**src/verilog/ssd_defs.vh**
```
// Constants for the slice shifter and destination control block
`ifndef SSD_DEFS_VH
`define SSD_DEFS_VH
`define SSD_DEST_ARDN_HOLD 4'h0
`define SSD_DEST_LGDN_HOLD 4'h1
`define SSD_DEST_ARDN_QDN 4'h2
`define SSD_DEST_LGDN_QDN 4'h3
`define SSD_DEST_PASS_HOLD 4'h4
`define SSD_DEST_PASS_QDN 4'h5
`define SSD_DEST_LOADQ_NOWR 4'h6
`define SSD_DEST_LOADQ_WR 4'h7
`define SSD_DEST_ARUP_HOLD 4'h8
`define SSD_DEST_LGUP_HOLD 4'h9
`define SSD_DEST_ARUP_QUP 4'hA
`define SSD_DEST_LGUP_QUP 4'hB
`define SSD_DEST_PASS_NOWR 4'hC
`define SSD_DEST_QUP_NOWR 4'hD
`define SSD_DEST_SIGNEXT 4'hE
`define SSD_DEST_PASS_WR 4'hF
`define SSD_QOP_HOLD 2'h0
`define SSD_QOP_DOWN 2'h1
`define SSD_QOP_UP 2'h2
`define SSD_QOP_LOAD 2'h3
`define SSD_Q_RESET 4'h0
`endif

```
**src/verilog/ssd_slice_shift_dest_control.v**
```verilog
// Shifter, Q register and destination control of a four-bit ALU slice
// Summary of operation
// - Four-bit Q register updates on rising clock; loads F, feeds S operand.
// - Q shifter does logical up or down shifts only.
// - Q up takes low Q pin in, drives Q3; down takes high pin, drives Q0.
// - Destination codes apply when any of bits 0..4 high and enable low.
// - Code 0 arithmetic down; top slice keeps F3, serial input to Y2.
// - Code 1 logical down everywhere; F0 out low, Q holds, RAM written.
// - Codes 2,3 shift result down and Q logically down, RAM written.
// - Code 8 arithmetic up; top slice keeps F3, outputs F2 high.
// - Code 9 logical up, Q held; A,B shift up with Q up.
// - Code 4 passes F, writes RAM, holds Q, parity out low.
// - Code 5 passes F, no RAM write, parity out, Q shifts down.
// - Codes 6,7 load Q with F, pass F, parity; 7 writes RAM.
// - Codes C,D pass F, no write, low ALU pin floats; D shifts Q up.
// - Code E drives low serial input onto all Y bits and high pin.
// - Parity is XOR of four result bits and high ALU serial input.
// - Y and operand B buffers drive only while their low-active enables are low.
// - Open-drain zero line signals all four Y pins low.
// - Write strobe goes low when the instruction writes the RAM.
// - Strobe goes low, and Q and sign-compare flop change, only while enable is low.
// - Single shifts write with Q unchanged; double shift Q; Q-only no write.
`include "ssd_defs.vh"
module ssd_slice_shift_dest_control #(
  parameter WIDTH = 4
) (
  input wire clock,
  input wire resetn,
  input wire [8:0] instruction_bits,
  input wire instruction_enable_n,
  input wire lowest_slice_select_n,
  input wire [WIDTH-1:0] alu_result,
  input wire sign_compare_d,
  input wire [WIDTH-1:0] operand_b_value,
  input wire y_oe_n,
  input wire operand_b_oe_n,
  input wire [WIDTH-1:0] y_in,
  input wire alu_serial_low_in,
  input wire alu_serial_high_in,
  input wire qreg_serial_low_in,
  input wire qreg_serial_high_in,
  input wire ram_write_or_position_in,
  output reg [WIDTH-1:0] y_out,
  output reg [WIDTH-1:0] y_oe,
  output reg [WIDTH-1:0] operand_b_port_out,
  output reg [WIDTH-1:0] operand_b_port_oe,
  output reg alu_serial_low_out,
  output reg alu_serial_low_oe,
  output reg alu_serial_high_out,
  output reg alu_serial_high_oe,
  output reg qreg_serial_low_out,
  output reg qreg_serial_low_oe,
  output reg qreg_serial_high_out,
  output reg qreg_serial_high_oe,
  output reg zero_out,
  output reg zero_oe,
  output reg ram_write_or_position_out,
  output reg ram_write_or_position_oe,
  output reg ram_write_n,
  output reg [WIDTH-1:0] q_value,
  output reg sign_compare_q
);
  // Pin synchronisers, two stages each
  reg [WIDTH-1:0] y_in_s1_q;
  reg [WIDTH-1:0] y_in_s2_q;
  reg [3:0] ser_s1_q;
  reg [3:0] ser_s2_q;
  reg [1:0] pos_s1_q;
  reg [1:0] pos_s2_q;
  always @(posedge clock) begin
    y_in_s1_q <= y_in;
    y_in_s2_q <= y_in_s1_q;
    ser_s1_q <= {alu_serial_low_in, alu_serial_high_in, qreg_serial_low_in,
      qreg_serial_high_in};
    ser_s2_q <= ser_s1_q;
    pos_s1_q <= {lowest_slice_select_n, ram_write_or_position_in};
    pos_s2_q <= pos_s1_q;
  end

  wire alu_serial_low_i = ser_s2_q[3];
  wire alu_serial_high_i = ser_s2_q[2];
  wire qreg_serial_low_i = ser_s2_q[1];
  wire qreg_serial_high_i = ser_s2_q[0];
  wire is_lowest = ~pos_s2_q[1];
  wire is_top = pos_s2_q[1] & ~pos_s2_q[0];
  wire [3:0] dest = instruction_bits[8:5];
  wire dest_mode = (|instruction_bits[4:0]) & ~instruction_enable_n;
  wire [3:0] f = alu_result;
  wire parity;

  ssd_parity u_parity (
    .f(f),
    .serial_in(alu_serial_high_i),
    .parity(parity)
  );

  // Destination decode
  reg [3:0] y_d;
  reg alu_serial_low_d;
  reg alu_serial_low_en_d;
  reg alu_serial_high_d;
  reg alu_serial_high_en_d;
  reg wr_d;
  reg [1:0] qop;
  always @* begin
    y_d = f;
    alu_serial_low_d = 1'b0;
    alu_serial_low_en_d = 1'b0;
    alu_serial_high_d = 1'b0;
    alu_serial_high_en_d = 1'b0;
    wr_d = 1'b0;
    qop = `SSD_QOP_HOLD;
    if (dest_mode) begin
      case (dest)
        `SSD_DEST_ARDN_HOLD, `SSD_DEST_ARDN_QDN: begin
          y_d = is_top ? {f[3], alu_serial_high_i, f[2:1]} : {alu_serial_high_i, f[3:1]};
          alu_serial_low_d = f[0];
          alu_serial_low_en_d = 1'b1;
          wr_d = 1'b1;
          qop = dest[1] ? `SSD_QOP_DOWN : `SSD_QOP_HOLD;
        end
        `SSD_DEST_LGDN_HOLD, `SSD_DEST_LGDN_QDN: begin
          y_d = {alu_serial_high_i, f[3:1]};
          alu_serial_low_d = f[0];
          alu_serial_low_en_d = 1'b1;
          wr_d = 1'b1;
          qop = dest[1] ? `SSD_QOP_DOWN : `SSD_QOP_HOLD;
        end
        `SSD_DEST_PASS_HOLD, `SSD_DEST_PASS_QDN, `SSD_DEST_LOADQ_NOWR,
        `SSD_DEST_LOADQ_WR: begin
          alu_serial_low_d = parity;
          alu_serial_low_en_d = 1'b1;
          wr_d = (dest == `SSD_DEST_PASS_HOLD) | (dest == `SSD_DEST_LOADQ_WR);
          if (dest == `SSD_DEST_PASS_QDN)
            qop = `SSD_QOP_DOWN;
          else if (dest[1])
            qop = `SSD_QOP_LOAD;
        end
        `SSD_DEST_ARUP_HOLD, `SSD_DEST_ARUP_QUP: begin
          y_d = is_top ? {f[3], f[1:0], alu_serial_low_i} : {f[2:0], alu_serial_low_i};
          alu_serial_high_d = is_top ? f[2] : f[3];
          alu_serial_high_en_d = 1'b1;
          wr_d = 1'b1;
          qop = dest[1] ? `SSD_QOP_UP : `SSD_QOP_HOLD;
        end
        `SSD_DEST_LGUP_HOLD, `SSD_DEST_LGUP_QUP: begin
          y_d = {f[2:0], alu_serial_low_i};
          alu_serial_high_d = f[3];
          alu_serial_high_en_d = 1'b1;
          wr_d = 1'b1;
          qop = dest[1] ? `SSD_QOP_UP : `SSD_QOP_HOLD;
        end
        `SSD_DEST_PASS_NOWR, `SSD_DEST_QUP_NOWR: begin
          qop = dest[0] ? `SSD_QOP_UP : `SSD_QOP_HOLD;
        end
        `SSD_DEST_SIGNEXT: begin
          y_d = {4{alu_serial_low_i}};
          alu_serial_high_d = alu_serial_low_i;
          alu_serial_high_en_d = 1'b1;
          wr_d = 1'b1;
        end
        default: begin
          wr_d = 1'b1;
        end
      endcase
    end
  end

  // Q shifter, logical only; serial pins per direction
  reg [3:0] q_d;
  always @* begin
    case (qop)
      `SSD_QOP_DOWN: q_d = {qreg_serial_high_i, q_value[3:1]};
      `SSD_QOP_UP: q_d = {q_value[2:0], qreg_serial_low_i};
      `SSD_QOP_LOAD: q_d = f;
      default: q_d = q_value;
    endcase
  end

  wire any_y_low_n = |(y_oe_n ? y_in_s2_q : y_out);

  always @(posedge clock) begin
    if (!resetn) begin
      y_out <= 4'h0;
      y_oe <= 4'h0;
      operand_b_port_out <= 4'h0;
      operand_b_port_oe <= 4'h0;
      alu_serial_low_out <= 1'b0;
      alu_serial_low_oe <= 1'b0;
      alu_serial_high_out <= 1'b0;
      alu_serial_high_oe <= 1'b0;
      qreg_serial_low_out <= 1'b0;
      qreg_serial_low_oe <= 1'b0;
      qreg_serial_high_out <= 1'b0;
      qreg_serial_high_oe <= 1'b0;
      zero_out <= 1'b0;
      zero_oe <= 1'b0;
      ram_write_or_position_out <= 1'b1;
      ram_write_or_position_oe <= 1'b0;
      ram_write_n <= 1'b1;
      q_value <= `SSD_Q_RESET;
      sign_compare_q <= 1'b0;
    end else begin
      y_out <= y_d;
      y_oe <= {WIDTH{~y_oe_n}};
      operand_b_port_out <= operand_b_value;
      operand_b_port_oe <= {WIDTH{~operand_b_oe_n}};
      alu_serial_low_out <= alu_serial_low_d;
      alu_serial_low_oe <= alu_serial_low_en_d;
      alu_serial_high_out <= alu_serial_high_d;
      alu_serial_high_oe <= alu_serial_high_en_d;
      qreg_serial_low_out <= q_value[0];
      qreg_serial_low_oe <= (qop == `SSD_QOP_DOWN);
      qreg_serial_high_out <= q_value[3];
      qreg_serial_high_oe <= (qop == `SSD_QOP_UP);
      zero_out <= 1'b0;
      zero_oe <= any_y_low_n;
      ram_write_n <= ~(wr_d & ~instruction_enable_n);
      ram_write_or_position_out <= ~(wr_d & ~instruction_enable_n);
      ram_write_or_position_oe <= is_lowest;
      if (!instruction_enable_n) begin
        q_value <= q_d;
        sign_compare_q <= sign_compare_d;
      end
    end
  end
endmodule // ssd_slice_shift_dest_control

```
**src/verilog/ssd_parity.v**
```verilog
// Five-input parity for the low ALU serial pin
module ssd_parity (
  input wire [3:0] f,
  input wire serial_in,
  output wire parity
);
  assign parity = ^f ^ serial_in;
endmodule // ssd_parity

```
**config.mk**
```make
export PLATFORM = sky130hd
export DESIGN_NAME = ssd_slice_shift_dest_control
export DESIGN_NICKNAME = d
export VERILOG_FILES = /design/src/verilog/ssd_slice_shift_dest_control.v /design/src/verilog/ssd_parity.v
export VERILOG_INCLUDE_DIRS = /design/src /design/src/verilog
export SDC_FILE = /design/constraint.sdc
export NUM_CORES = 1
export LEC_CHECK = 0
export BUFFER_PORTS_ARGS = -buffer_cell sky130_fd_sc_hd__buf_2
export CAP_MARGIN = 10
export CORE_ASPECT_RATIO = 1.4
export CORE_UTILIZATION = 44
export CTS_CLUSTER_SIZE = 40
export DETAILED_ROUTE_END_ITERATION = 8
export PLACE_DENSITY = 0.74
export SLEW_MARGIN = 40
export SYNTH_ARGS = -nofsm -noshare
export SYNTH_HDL_FRONTEND = slang
export SYNTH_HIERARCHICAL = 1
export SYNTH_SLANG_ARGS = --single-unit
```
**constraint.sdc**
```tcl
create_clock -name clock -period 3.1 [get_ports clock]
set_input_delay 0.62 -clock clock [delete_from_list [all_inputs] [get_ports clock]]
set_output_delay 0.62 -clock clock [all_outputs]
set_load 0.005 [all_outputs]
```
# == Word level (Yosys, flattened, before mapping) ==
# Cells that the tools add are included.
# word_totals
ff_bits,46
in_bits,33
output_inout_bits,34
elab_cells,88
# op_classes
n_eq_ne,17
mux,20
n_bitwise,11
n_reduce_logical,17
# ops
cell,n
4-bit equality test (second input constant),7
4-bit case mux with 5 select lines,1
4-bit by 3-bit equality test with 1-bit output (second input constant),4
4-bit two-way mux,4
4-bit OR reduction,4
4-bit case mux with 3 select lines,1
2-bit two-way mux,5
2-bit OR reduction,5
5-bit OR reduction,2
4-bit by 2-bit equality test with 1-bit output (second input constant),2
2-bit case mux with 4 select lines,1
8-bit OR reduction,1
1-bit inverter,6
1-bit two-way mux,5
2-bit equality test (second input constant),2
4-bit by 1-bit equality test with 1-bit output (second input constant),1
4-bit zero test,1
1-bit case mux with 2 select lines,2
2-bit AND reduction,2
4-bit XOR reduction,1
1-bit AND,3
1-bit case mux with 3 select lines,1
3-bit nonzero test,1
2-bit by 1-bit equality test with 1-bit output (second input constant),1
2 further kinds,2

# == Longest topological paths before layout ==
# Gate-level depths: netlist of the first run.
# depth
ltp_word,7
ltp_mapped,6
mapped_depth_nobuf,4

# == Cells and area by module ==
# The synthesis of the first run kept the hierarchy.
# modules_own_cells
mod,n_inst,cells_each,area_per_inst_um2,seq_area_each_um2
ssd_slice_shift_dest_control,1,153,1626.6,920.9
ssd_parity,1,3,40.0,0.0

# == Worst setup path before layout of the first run ==
# Ideal clock, no wire load.
# synth_path
path_kind,input port to flip-flop
start,in instruction_bits[1]
end,reg y_out[3]
setup_ps,116
t_arrival_ps,1741
required_time_ps,2984
path_slack_ps,1243
cell_stages,4
path_buffers,0
cell_sequence,or4_4 o21ba_4 and2_4 a31o_2
# synth_between
elab_chain_cells,3
# synth_lines
element,line_no,rtl
from (decl),ssd_slice_shift_dest_control.v:29,"input wire [8:0] instruction_bits,"
5-bit OR reduction,ssd_slice_shift_dest_control.v:87,wire dest_mode = (|instruction_bits[4:0]) & ~instruction_enable_n;
1-bit AND,ssd_slice_shift_dest_control.v:87,
4-bit two-way mux,ssd_slice_shift_dest_control.v:113,if (dest_mode) begin
to (signal assigned),ssd_slice_shift_dest_control.v:204,y_out <= y_d;
to (decl),ssd_slice_shift_dest_control.v:43,"output reg [WIDTH-1:0] y_out,"
# No other way between the ends.
# A chain may end at the register's enable or synchronous reset.

# == Final worst setup path of the first run ==
# layout_path
start,in instruction_bits[1]
end,reg q_value[1]
# layout_between
elab_chain_cells,6
elab_cells_between_ends,9
classes_between,eq/ne (3); mux (2); bitwise (1); reduce/logical (3)
# layout_lines
element,line_no,rtl
5-bit OR reduction (*),ssd_slice_shift_dest_control.v:87,
1-bit AND (*),ssd_slice_shift_dest_control.v:87,
2-bit two-way mux (*),ssd_slice_shift_dest_control.v:113,
2-bit by 1-bit equality test with 1-bit output or 2-bit equality test (tied branches),ssd_slice_shift_dest_control.v:172,case (qop)
3-bit nonzero test (no line),n/a,
2-bit AND reduction (no line),n/a,
to (signal assigned),ssd_slice_shift_dest_control.v:201,q_value <= `SSD_Q_RESET;
to (signal assigned),ssd_slice_shift_dest_control.v:222,q_value <= q_d;
to (decl),ssd_slice_shift_dest_control.v:60,"output reg [WIDTH-1:0] q_value,"
# Mark *: on every way between the ends. The rest lies on a longest branch, timed or not.

==> flow_summary_export.csv, run 1 <==
group,metric,value,unit
cts,worst_skew_pair.late_latency,290,ps
final_layout,area.growth.synth_to_final,24.2,%
route,route.vias.total,1280,
route,detail_route.first_pass.iterations,4,
cts,cts_max_path_buffers,2,
yosys,ys_seq_area_share,55.3,%
floorplanning,fp.dieH,74.8,um
cts,htreeDepth,2,
placed_design,port_buffers,65,
final_layout,mostFrequentLayoutCells,"sky130_fd_sc_hd__buf_2, sky130_fd_sc_hd__dfxtp_1, sky130_fd_sc_hd__a21oi_1, sky130_fd_sc_hd__nor2_1, sky130_fd_sc_hd__nand2_1",
yosys,synth.net_count,189,
yosys,synth_edf_count,0,
final_layout,final_common_cell,"sky130_fd_sc_hd__buf_2",
power_and_ir_drop,power.ir.vdd_worst,0.377,mV
placed_design,place_congestion,0.832,
floorplanning,dieArea,0.00404,mm^2
timing,final_skew,1.12,ps
yosys,yosysWarnings,6,
final_layout,layout.nets,249,
cts,cts_resized,0,
global_routing,grt_antenna_before_repair,0,
yosys,synth_async_sr_flop_share,0,%
power_and_ir_drop,cellPowerDensity,584,mW/mm^2
yosys,synthDominantAreaCellType,"sky130_fd_sc_hd__dfxtp_1",
global_routing,grt_overflow_total,0,
worst_setup_path,endpoint_kind,"flop",
power_and_ir_drop,cellLeakagePower,0.987,nW
floorplanning,placement_rows,26,
yosys,synth_area,0.00167,mm^2
min_path,min_path_type,"flop to flop",
floorplanning,io-pin-count,67,
cts,clockRootBuffer,"sky130_fd_sc_hd__clkbuf_8",
cts,post_cts_setup_driven_buffer_insertion_count,0,
yosys,postSynth.topFlopCell,"sky130_fd_sc_hd__dfxtp_1",
floorplanning,core-area,0.00364,mm^2
timing,final_max_slew_viol_count,0,
global_routing,grt_first_pass_wirelength,4980,um
cts,clkSinkCount,46,
timing,report.final.setup_viol,0,
global_routing,grt_max_degree,21,
timing,max_clock_freq,583,MHz
worst_setup_path,worstPathRequired,3290,ps
worst_setup_path,path_buf_inv,1,
cts,clk_pin_slew_worst_paths,80,ps
route,drt-total-wl,3210,um
worst_setup_path,cp_slowest_stage_delay,540,ps
route,avgRoutedWirePerCell,12.4,um
run,max-cap-violations,0,
route,remaining_drc_errors,0,
final_layout,post_route_cells_drive_above_1_share,41.5,%
route,vias_per_cell,4.94,
cts,tritoncts,"yes",
worst_setup_path,worstPathArrival,1910,ps
final_layout,insertedDiodeCount,0,
worst_setup_path,crit_type,"input pin to flop",
route,antenna_violating_nets_post_route,0,
yosys,ys_ff_latch,46,
worst_setup_path,cp_max_fo,5,
cts,ctsHoldBuffers,0,
route,drt_iter0_drc,18,
worst_setup_path,startpoint_type,"input pin",
placed_design,dp.final_hpwl,2390,um
yosys,syn_area_per_cell,10.7,um^2
yosys,synth_top_area_share,55.3,%
worst_setup_path,critical_path.top_delay_family,"compound AO/OA/AOI/OAI gates",
global_routing,via_count_of_the_first_global_routing_pass,1121,
cts,tritoncts_buffers,5,
yosys,syn-instance-count,156,
floorplanning,die_w,54.0,um
timing,finalSetupTns,0,ps
global_routing,grtUsageTotal,17.4,%
worst_setup_path,critical_path.slowest_cell,"sky130_fd_sc_hd__or4_4",
worst_setup_path,critical_path.cell_chain,"buf_2 > or4_4 > o21bai_2 > a21oi_1 > o221a_2",
power_and_ir_drop,report.power.total,0.00121,W
timing,finalCritPeriodShare,55.3,%
floorplanning,initial_core_utilization,45.7,%
final_layout,non_filler_instance_count_after_layout,259,
run_status,run_status,"finished clean",
placed_design,dp.cells,251,
timing,final_period_minus_worst_setup_slack,1710,ps
yosys,synth_cell_types,40,
timing,grt_setup_unrepaired,"false",
timing,timing.final.hold_violations,0,
yosys,synthTopCellsByArea,"sky130_fd_sc_hd__dfxtp_1, sky130_fd_sc_hd__buf_4, sky130_fd_sc_hd__a21oi_1",
-- per-stage QoR --
step | instance area, um^2 | worst slack [ps] | util, % | hold WS, ps
after floorplan | 1670 | 1240 | - | 310
after global placement | 1960 | 1100 | 53.7 | 310
after detailed placement | 1960 | 1080 | 53.7 | 312
after CTS | 2070 | 1410 | 56.8 | 332
after global routing | 2070 | 1330 | 56.8 | 337
final | 2070 | 1390 | 56.8 | 331
-- sequential cells by signal, indices dropped and copies added (netlist names), 2 cells and up --
name	count
y_out	4
y_in_s2_q	4
ser_s1_q	4
y_in_s1_q	4
pos_s2_q	2
pos_s1_q	2
q_value	4
operand_b_port_out	4
ser_s2_q	4
-- routing by layer --
layer,GRT usage [%],wire length [um]
met1,20.3,1410
met2,28.7,1540
met3,5.05,208
met4,8.55,53
met5,0,0
-- layout make-up --
type	instances	area [um^2]
clock buffers	5	68.8
clock inverters	3	43.8
fillers	340	1570
inverters	6	22.5
multi-input cells	92	636
flip-flops and latches	46	921
well taps	42	52.6
repair buffers	65	325
-- worst register-to-register path: cells and delay by family (launching register included) --
family / cells / cell delay, ps
simple gates: 1 / 340
compound gates: 2 / 230
mux: 1 / 390
flops: 1 / 330
-- power by group --
part / switching (W) / total [W] / internal (W)
logic: 0.0000666 / 0.000137 / 0.0000708
clock network: 0.000194 / 0.000436 / 0.000241
registers: 0.0000130 / 0.000636 / 0.000623
-- final timing paths --
path	from	endpoint	slack, ps	cells after the start
min reg2reg	y_in_s1_q[1]$_DFF_P_	y_in_s2_q[1]$_DFF_P_	330	0
min	y_in_s1_q[1]$_DFF_P_	y_in_s2_q[1]$_DFF_P_	330	0
max reg2reg	pos_s2_q[1]$_DFF_P_	y_out[2]$_SDFF_PN0_	1700	4
max	instruction_bits[1]	q_value[1]$_SDFFE_PN0P_	1390	5
-- Yosys cell counts, types with 2 or more instances --
| library cell | instances |
|---|---|
| sky130_fd_sc_hd__o21ai_0 | 3 |
| sky130_fd_sc_hd__mux2_2 | 5 |
| sky130_fd_sc_hd__a21o_1 | 2 |
| sky130_fd_sc_hd__mux2i_1 | 2 |
| sky130_fd_sc_hd__nand2_1 | 9 |
| sky130_fd_sc_hd__and2_1 | 5 |
| sky130_fd_sc_hd__buf_4 | 9 |
| sky130_fd_sc_hd__nand2b_1 | 5 |
| sky130_fd_sc_hd__a21oi_1 | 13 |
| sky130_fd_sc_hd__a211oi_1 | 5 |
| sky130_fd_sc_hd__inv_1 | 6 |
| sky130_fd_sc_hd__xnor2_1 | 2 |
| sky130_fd_sc_hd__nor2_1 | 11 |
| sky130_fd_sc_hd__dfxtp_1 | 46 |
| sky130_fd_sc_hd__o22ai_1 | 5 |
| sky130_fd_sc_hd__o221a_2 | 4 |
-- kinds of logic after synthesis --
| family | after synthesis | share of synthesized area [%] |
|---|---|---|
| mux | 7 | 4.58 |
| compound gates | 37 | 15.5 |
| other cells | 1 | 0.225 |
| buf+inv | 18 | 6.61 |
| simple gates | 43 | 14.9 |
| xor+xnor | 4 | 2.93 |
| flops | 46 | 55.3 |
Power figures use the tool's default switching activity.
==> run 2, diff against run 1 <==
clock period = 1.7 ns   (was 3.1 ns; I/O delays follow)
==> run 2 against run 1 <==
Sequential power up 82%. Critical path depth is the same. Final cell count is 2.3% higher. Critical endpoint is now y_out[3]$_SDFF_PN0_. Highest routed layer unchanged. Hold slack worse by 190 ps. Setup slack got worse by 1100 ps. Clock-buffer cell count unchanged. Combinational power up 89%. Global-route usage increased by 0.55 points. Total power rose by 70%. Final area is 1.1% higher.
==> flow_summary_export.csv, run 2 (synthesis gave the netlist of run 1 again) <==
group,metric,value,unit
floorplanning,placement_rows,26,
final_layout,post_route_cells_drive_above_1_share,43.0,%
global_routing,via_count_of_the_first_global_routing_pass,1172,
route,remaining_drc_errors,0,
global_routing,grtUsageTotal,18.0,%
power_and_ir_drop,cellPowerDensity,986,mW/mm^2
timing,finalSetupTns,0,ps
timing,final.hold.worst_slack,140,ps
cts,tritoncts,"yes",
placed_design,dp.final_hpwl,2480,um
cts,cts_resized,0,
power_and_ir_drop,power.ir.vdd_worst,0.708,mV
floorplanning,die_w,54.0,um
run_status,run_status,"finished clean",
floorplanning,core-area,0.00364,mm^2
placed_design,place_congestion,0.783,
worst_setup_path,cp_max_fo,7,
timing,final_period_minus_worst_setup_slack,1410,ps
cts,clkSinkCount,46,
timing,final_max_slew_viol_count,0,
global_routing,grt_max_degree,16,
global_routing,grt_antenna_before_repair,0,
route,avgRoutedWirePerCell,12.4,um
route,vias_per_cell,5.05,
worst_setup_path,startpoint_type,"input pin",
run,max-cap-violations,0,
route,drt-total-wl,3300,um
timing,finalCritPeriodShare,82.8,%
global_routing,grt_first_pass_wirelength,5010,um
floorplanning,initial_core_utilization,45.7,%
route,antenna_violating_nets_post_route,0,
timing,max_clock_freq,710,MHz
timing,grt_setup_unrepaired,"false",
route,drt_iter0_drc,19,
cts,htreeDepth,2,
cts,post_cts_setup_driven_buffer_insertion_count,0,
final_layout,insertedDiodeCount,0,
worst_setup_path,crit_type,"input pin to flop",
cts,clk_pin_slew_worst_paths,80,ps
cts,tritoncts_buffers,5,
worst_setup_path,crit_end,"y_out[3]$_SDFF_PN0_",
cts,ctsHoldBuffers,0,
final_layout,mostFrequentLayoutCells,"sky130_fd_sc_hd__buf_2, sky130_fd_sc_hd__dfxtp_1, sky130_fd_sc_hd__a21oi_1, sky130_fd_sc_hd__nor2_1, sky130_fd_sc_hd__nand2_1",
cts,clockRootBuffer,"sky130_fd_sc_hd__clkbuf_8",
worst_setup_path,r2r-start,"pos_s2_q[1]$_DFF_P_",
placed_design,dp.cells,257,
final_layout,fill_cell_instance_count_of_the_final_layout,351,
placed_design,port_buffers,65,
cts,worst_skew_pair.late_latency,290,ps
route,route.vias.total,1337,
timing,timing.final.hold_violations,0,
floorplanning,dieArea,0.00404,mm^2
route,detail_route.first_pass.iterations,4,
final_layout,layout.nets,255,
power_and_ir_drop,cellLeakagePower,1.00,nW
timing,report.final.setup_viol,0,
final_layout,area.growth.synth_to_final,25.5,%
final_layout,non_filler_instance_count_after_layout,265,
final_layout,final_common_cell,"sky130_fd_sc_hd__buf_2",
worst_setup_path,reg2reg_depth,4,
min_path,min_path_type,"input pin to flop",
timing,final_skew,3.77,ps
worst_setup_path,worstPathArrival,1600,ps
worst_setup_path,endpoint_kind,"flop",
cts,cts_max_path_buffers,2,
worst_setup_path,regToRegSetupSlack,370,ps
global_routing,grt_overflow_total,0,
worst_setup_path,worstPathRequired,1890,ps
worst_setup_path,reg2reg_to,"y_out[2]$_SDFF_PN0_",
floorplanning,fp.dieH,74.8,um
worst_setup_path,startpoint_of_the_worst_setup_timing_path,"instruction_bits[1]",
floorplanning,io-pin-count,67,
==> run 2: report_power, final <==
group | internal [W] | total [W] | switching, W | leakage, nW
Clock | 0.000288 | 0.000641 | 0.000353 | 0.0441
Combinational | 0.000137 | 0.000259 | 0.000122 | 0.575
Sequential | 0.00114 | 0.00116 | 0.0000244 | 0.383
Total | 0.00156 | 0.00206 | 0.000499 | 1.00
==> run 2: critical path, cell delays in order <==
cell                      delay, ps
sky130_fd_sc_hd__buf_2          100
sky130_fd_sc_hd__or4_4          540
sky130_fd_sc_hd__o21ba_4        230
sky130_fd_sc_hd__and2_4         150
sky130_fd_sc_hd__a31o_2         240
==> run 2: metrics by stage <==
| stage | total power [W] | instance area (um^2) | utilization [%] | setup slack, ps |
|---|---|---|---|---|
| final | 0.00206 | 2090 | 57.4 | 292 |
| after global routing | 0.00217 | 2090 | 57.4 | 282 |
| after CTS | 0.00210 | 2090 | 57.4 | 298 |
| after detailed placement | 0.00145 | 2000 | 54.9 | -18.6 |
| after global placement | 0.00144 | 2000 | 54.9 | 5.45 |
| after floorplan | 0.00134 | 1670 | - | 123 |
==> run 2: final cells by class <==
cell class	count	area (um^2)	area share, %
Clock buffer	5	68.8	3.29
Clock inverter	3	21.3	1.02
Inverter	6	22.5	1.08
Multi-Input combinational cell	92	636	30.4
Sequential cell	46	921	44.0
Tap cell	42	52.6	2.51
Timing Repair Buffer	71	370	17.7
==> run 2: routing by layer <==
metal	GRT usage, %	wire (um)	share of wire (%)	up-vias
li1	-	-	-	665
met1	18.3	1320	40	603
met4	10.3	72	2.2	0
met2	30.9	1670	51	59
met3	6.46	235	7.1	10
met5	0	0	0	-
==> run 2: worst min-delay path by stage <==
stage / from / to / slack, ps / depth (start not counted)
final: qreg_serial_low_in / ser_s1_q[1]$_DFF_P_ / 140 / 1
after global routing: qreg_serial_low_in / ser_s1_q[1]$_DFF_P_ / 120 / 1
after CTS: qreg_serial_low_in / ser_s1_q[1]$_DFF_P_ / 130 / 1
after detailed placement: ser_s1_q[1]$_DFF_P_ / ser_s2_q[1]$_DFF_P_ / 310 / 0
after global placement: y_in_s1_q[2]$_DFF_P_ / y_in_s2_q[2]$_DFF_P_ / 310 / 0
after floorplan: pos_s1_q[0]$_DFF_P_ / pos_s2_q[0]$_DFF_P_ / 310 / 0
==> run 3, diff against run 2 <==
ABC_AREA = 1   (was default)
CORE_UTILIZATION = 43   (was 44)
clock period = 1.1 ns   (was 1.7 ns; I/O delays follow)
==> run 3 against run 2 <==
Sequential power increased by 55%. Clock-buffer cell count unchanged. Final area increased by 12%. Sequential share of layout area decreased by 4.7 points. Non-clock buffer count increased by 11. Critical path depth decreased by 4. Hold slack got worse by 130 ps. Die area increased by 8.2%. Via count increased by 21%. Largest cell class unchanged.
==> flow_summary_export.csv, run 3 <==
group,metric,value,unit
power_and_ir_drop,report.power.total,0.00334,W
timing,final_skew,7.97,ps
yosys,syn-instance-count,215,
floorplanning,fp.dieH,77.8,um
worst_setup_path,path_buf_inv,1,
yosys,synthTopCellsByArea,"sky130_fd_sc_hd__dfxtp_1, sky130_fd_sc_hd__nand2_1, sky130_fd_sc_hd__inv_1",
global_routing,grt_first_pass_wirelength,6200,um
cts,clockRootBuffer,"sky130_fd_sc_hd__clkbuf_8",
yosys,synth_top_area_share,52.1,%
worst_setup_path,worstPathArrival,840,ps
route,remaining_drc_errors,0,
min_path,min_path_type,"input pin to flop",
power_and_ir_drop,cellPowerDensity,1420,mW/mm^2
timing,final_max_slew_viol_count,0,
worst_setup_path,critical_path.cell_chain,"buf_2",
run_status,run_status,"finished clean",
floorplanning,dieArea,0.00437,mm^2
placed_design,place_congestion,0.991,
worst_setup_path,worstPathRequired,880,ps
final_layout,insertedDiodeCount,0,
timing,fin_ws,41.7,ps
final_layout,non_filler_instance_count_after_layout,337,
timing,finalCritPeriodShare,96.2,%
timing,max_clock_freq,945,MHz
min_path,min_from,"qreg_serial_high_in",
yosys,synthTopCellsByCount,"sky130_fd_sc_hd__dfxtp_1, sky130_fd_sc_hd__nand2_1, sky130_fd_sc_hd__inv_1",
cts,clkSinkCount,46,
cts,cts_max_path_buffers,2,
floorplanning,io-pin-count,67,
worst_setup_path,regToRegSetupSlack,80,ps
cts,htreeDepth,2,
yosys,synthDominantAreaCellType,"sky130_fd_sc_hd__dfxtp_1",
floorplanning,die_w,56.2,um
power_and_ir_drop,cellLeakagePower,1.27,nW
route,drt-total-wl,3770,um
worst_setup_path,crit_type,"flop to output pin",
route,route.vias.total,1617,
timing,report.final.setup_viol,0,
run,max-cap-violations,0,
worst_setup_path,r2r-start,"pos_s2_q[1]$_DFF_P_",
global_routing,grt_antenna_before_repair,0,
timing,final.hold.worst_slack,10.5,ps
route,antenna_violating_nets_post_route,0,
global_routing,via_count_of_the_first_global_routing_pass,1451,
route,avgRoutedWirePerCell,11.2,um
yosys,synthMostInstantiatedCell,"sky130_fd_sc_hd__dfxtp_1",
final_layout,post_route_cells_drive_above_1_share,38.4,%
worst_setup_path,startpoint_of_the_worst_setup_timing_path,"q_value[0]$_SDFFE_PN0P_",
cts,tritoncts,"yes",
global_routing,grt_overflow_total,0,
floorplanning,core-area,0.00392,mm^2
timing,timing.final.hold_violations,0,
timing,grt_setup_unrepaired,"true",
power_and_ir_drop,power.ir.vdd_worst,1.19,mV
cts,tritoncts_buffers,5,
route,drt_iter0_drc,28,
yosys,syn_area_per_cell,8.22,um^2
yosys,synth.net_count,248,
worst_setup_path,critical_path.slowest_cell,"sky130_fd_sc_hd__dfxtp_1",
worst_setup_path,critical_path.top_delay_family,"flip-flops",
yosys,yosysWarnings,6,
cts,worst_skew_pair.late_latency,300,ps
yosys,postSynth.topFlopCell,"sky130_fd_sc_hd__dfxtp_1",
route,vias_per_cell,4.80,
worst_setup_path,endpoint_kind,"output pin",
timing,final_period_minus_worst_setup_slack,1060,ps
final_layout,final_common_cell,"sky130_fd_sc_hd__buf_2",
timing,finalSetupTns,0,ps
final_layout,layout.nets,326,
route,detail_route.first_pass.iterations,4,
worst_setup_path,cp_slowest_stage_delay,400,ps
final_layout,area.growth.synth_to_final,32.9,%
yosys,synth_edf_count,0,
yosys,synth_async_sr_flop_share,0,%
worst_setup_path,startpoint_type,"flop",
placed_design,detailedPlace.worstSlack,-217,ps
floorplanning,initial_core_utilization,45.1,%
placed_design,port_buffers,65,
yosys,ys_ff_latch,46,
global_routing,grtUsageTotal,18.3,%
placed_design,dp.cells,327,
final_layout,mostFrequentLayoutCells,"sky130_fd_sc_hd__buf_2, sky130_fd_sc_hd__dfxtp_1, sky130_fd_sc_hd__nand2_1, sky130_fd_sc_hd__inv_1, sky130_fd_sc_hd__nand3_1",
worst_setup_path,cp_max_fo,4,
floorplanning,placement_rows,27,
placed_design,dp.final_hpwl,2850,um
cts,clk_pin_slew_worst_paths,90,ps
global_routing,grt_max_degree,17,
yosys,synth_cell_types,27,
yosys,synth_area,0.00177,mm^2
yosys,ys_seq_area_share,52.1,%
run 3: cell count changes after synthesis, moves of 5 or more:
cell	change
sky130_fd_sc_hd__inv_1	+26
sky130_fd_sc_hd__nand2_1	+26
sky130_fd_sc_hd__nand3_1	+19
sky130_fd_sc_hd__nand4_1	+10
sky130_fd_sc_hd__o21ai_0	+10
sky130_fd_sc_hd__a21oi_1	-8
sky130_fd_sc_hd__a211oi_1	-5
sky130_fd_sc_hd__and2_1	-5
sky130_fd_sc_hd__inv_2	+5
sky130_fd_sc_hd__mux2_2	-5
sky130_fd_sc_hd__nand2b_1	-5
run 3: layer usage:
layer / part of all wire [%] / track usage, %
met1: 40 / 18.9
met2: 53 / 33.0
met3: 4.7 / 4.67
met4: 2.9 / 10.5
met5: 0 / 0
run 3: repair_timing:
item | CTS | global route
setup endpoints to repair | 2 | 8
setup buffers | 0 | 0
endpoints found under the hold margin | 0 | 2
gates resized for setup | 1 | 10
pin swaps | 0 | 0
hold buffers | 0 | 2
run 3: cell families (layout without fill, tap and decap cells):
logic type / after synthesis / count (layout) / synth area share [%]
simple gates: 96 / 96 / 27.5
other cells: 1 / 1 / 0.212
buf+inv: 48 / 127 / 12.3
xor+xnor: 1 / 1 / 0.496
flops: 46 / 46 / 52.1
compound gates: 23 / 23 / 7.29
run 3: path summary, 6_finish.rpt:
check,endpoint,cells past startpoint
max,q_value[0],1
min,ser_s1_q[0]$_DFF_P_,1
max reg2reg,y_out[2]$_SDFF_PN0_,6
min reg2reg,ser_s2_q[2]$_DFF_P_,0
run 3: power breakdown:
group          switching, W  total [W]  leakage [nW]  internal, W
Combinational      0.000270   0.000493         0.843     0.000223
Clock              0.000586    0.00104        0.0447     0.000458
Sequential        0.0000407    0.00180         0.384      0.00176
run 3: final cells by class:
class,instances,area [um^2]
clock buffers,5,68.8
clock inverters,3,25.0
fillers,372,1570
inverters,37,139
multi-input cells,121,667
flip-flops and latches,46,923
well taps,43,53.8
repair buffers,82,470
run 3: stage by stage:
| step | util [%] | area, um^2 |
|---|---|---|
| floorplan | - | 1780 |
| global placement | 56.3 | 2210 |
| detailed placement | 56.3 | 2210 |
| CTS | 58.8 | 2300 |
| global route | 59.9 | 2350 |
| finish | 59.9 | 2350 |
run 3: worst reg2reg max path, stage by stage, from the launching register on:
cell                      delay (ps)
sky130_fd_sc_hd__dfxtp_1         310
sky130_fd_sc_hd__inv_1            90
sky130_fd_sc_hd__nor2_4           50
sky130_fd_sc_hd__o21ai_0         230
sky130_fd_sc_hd__nor3_2           90
sky130_fd_sc_hd__nor3_2          110
sky130_fd_sc_hd__nor2_1           60
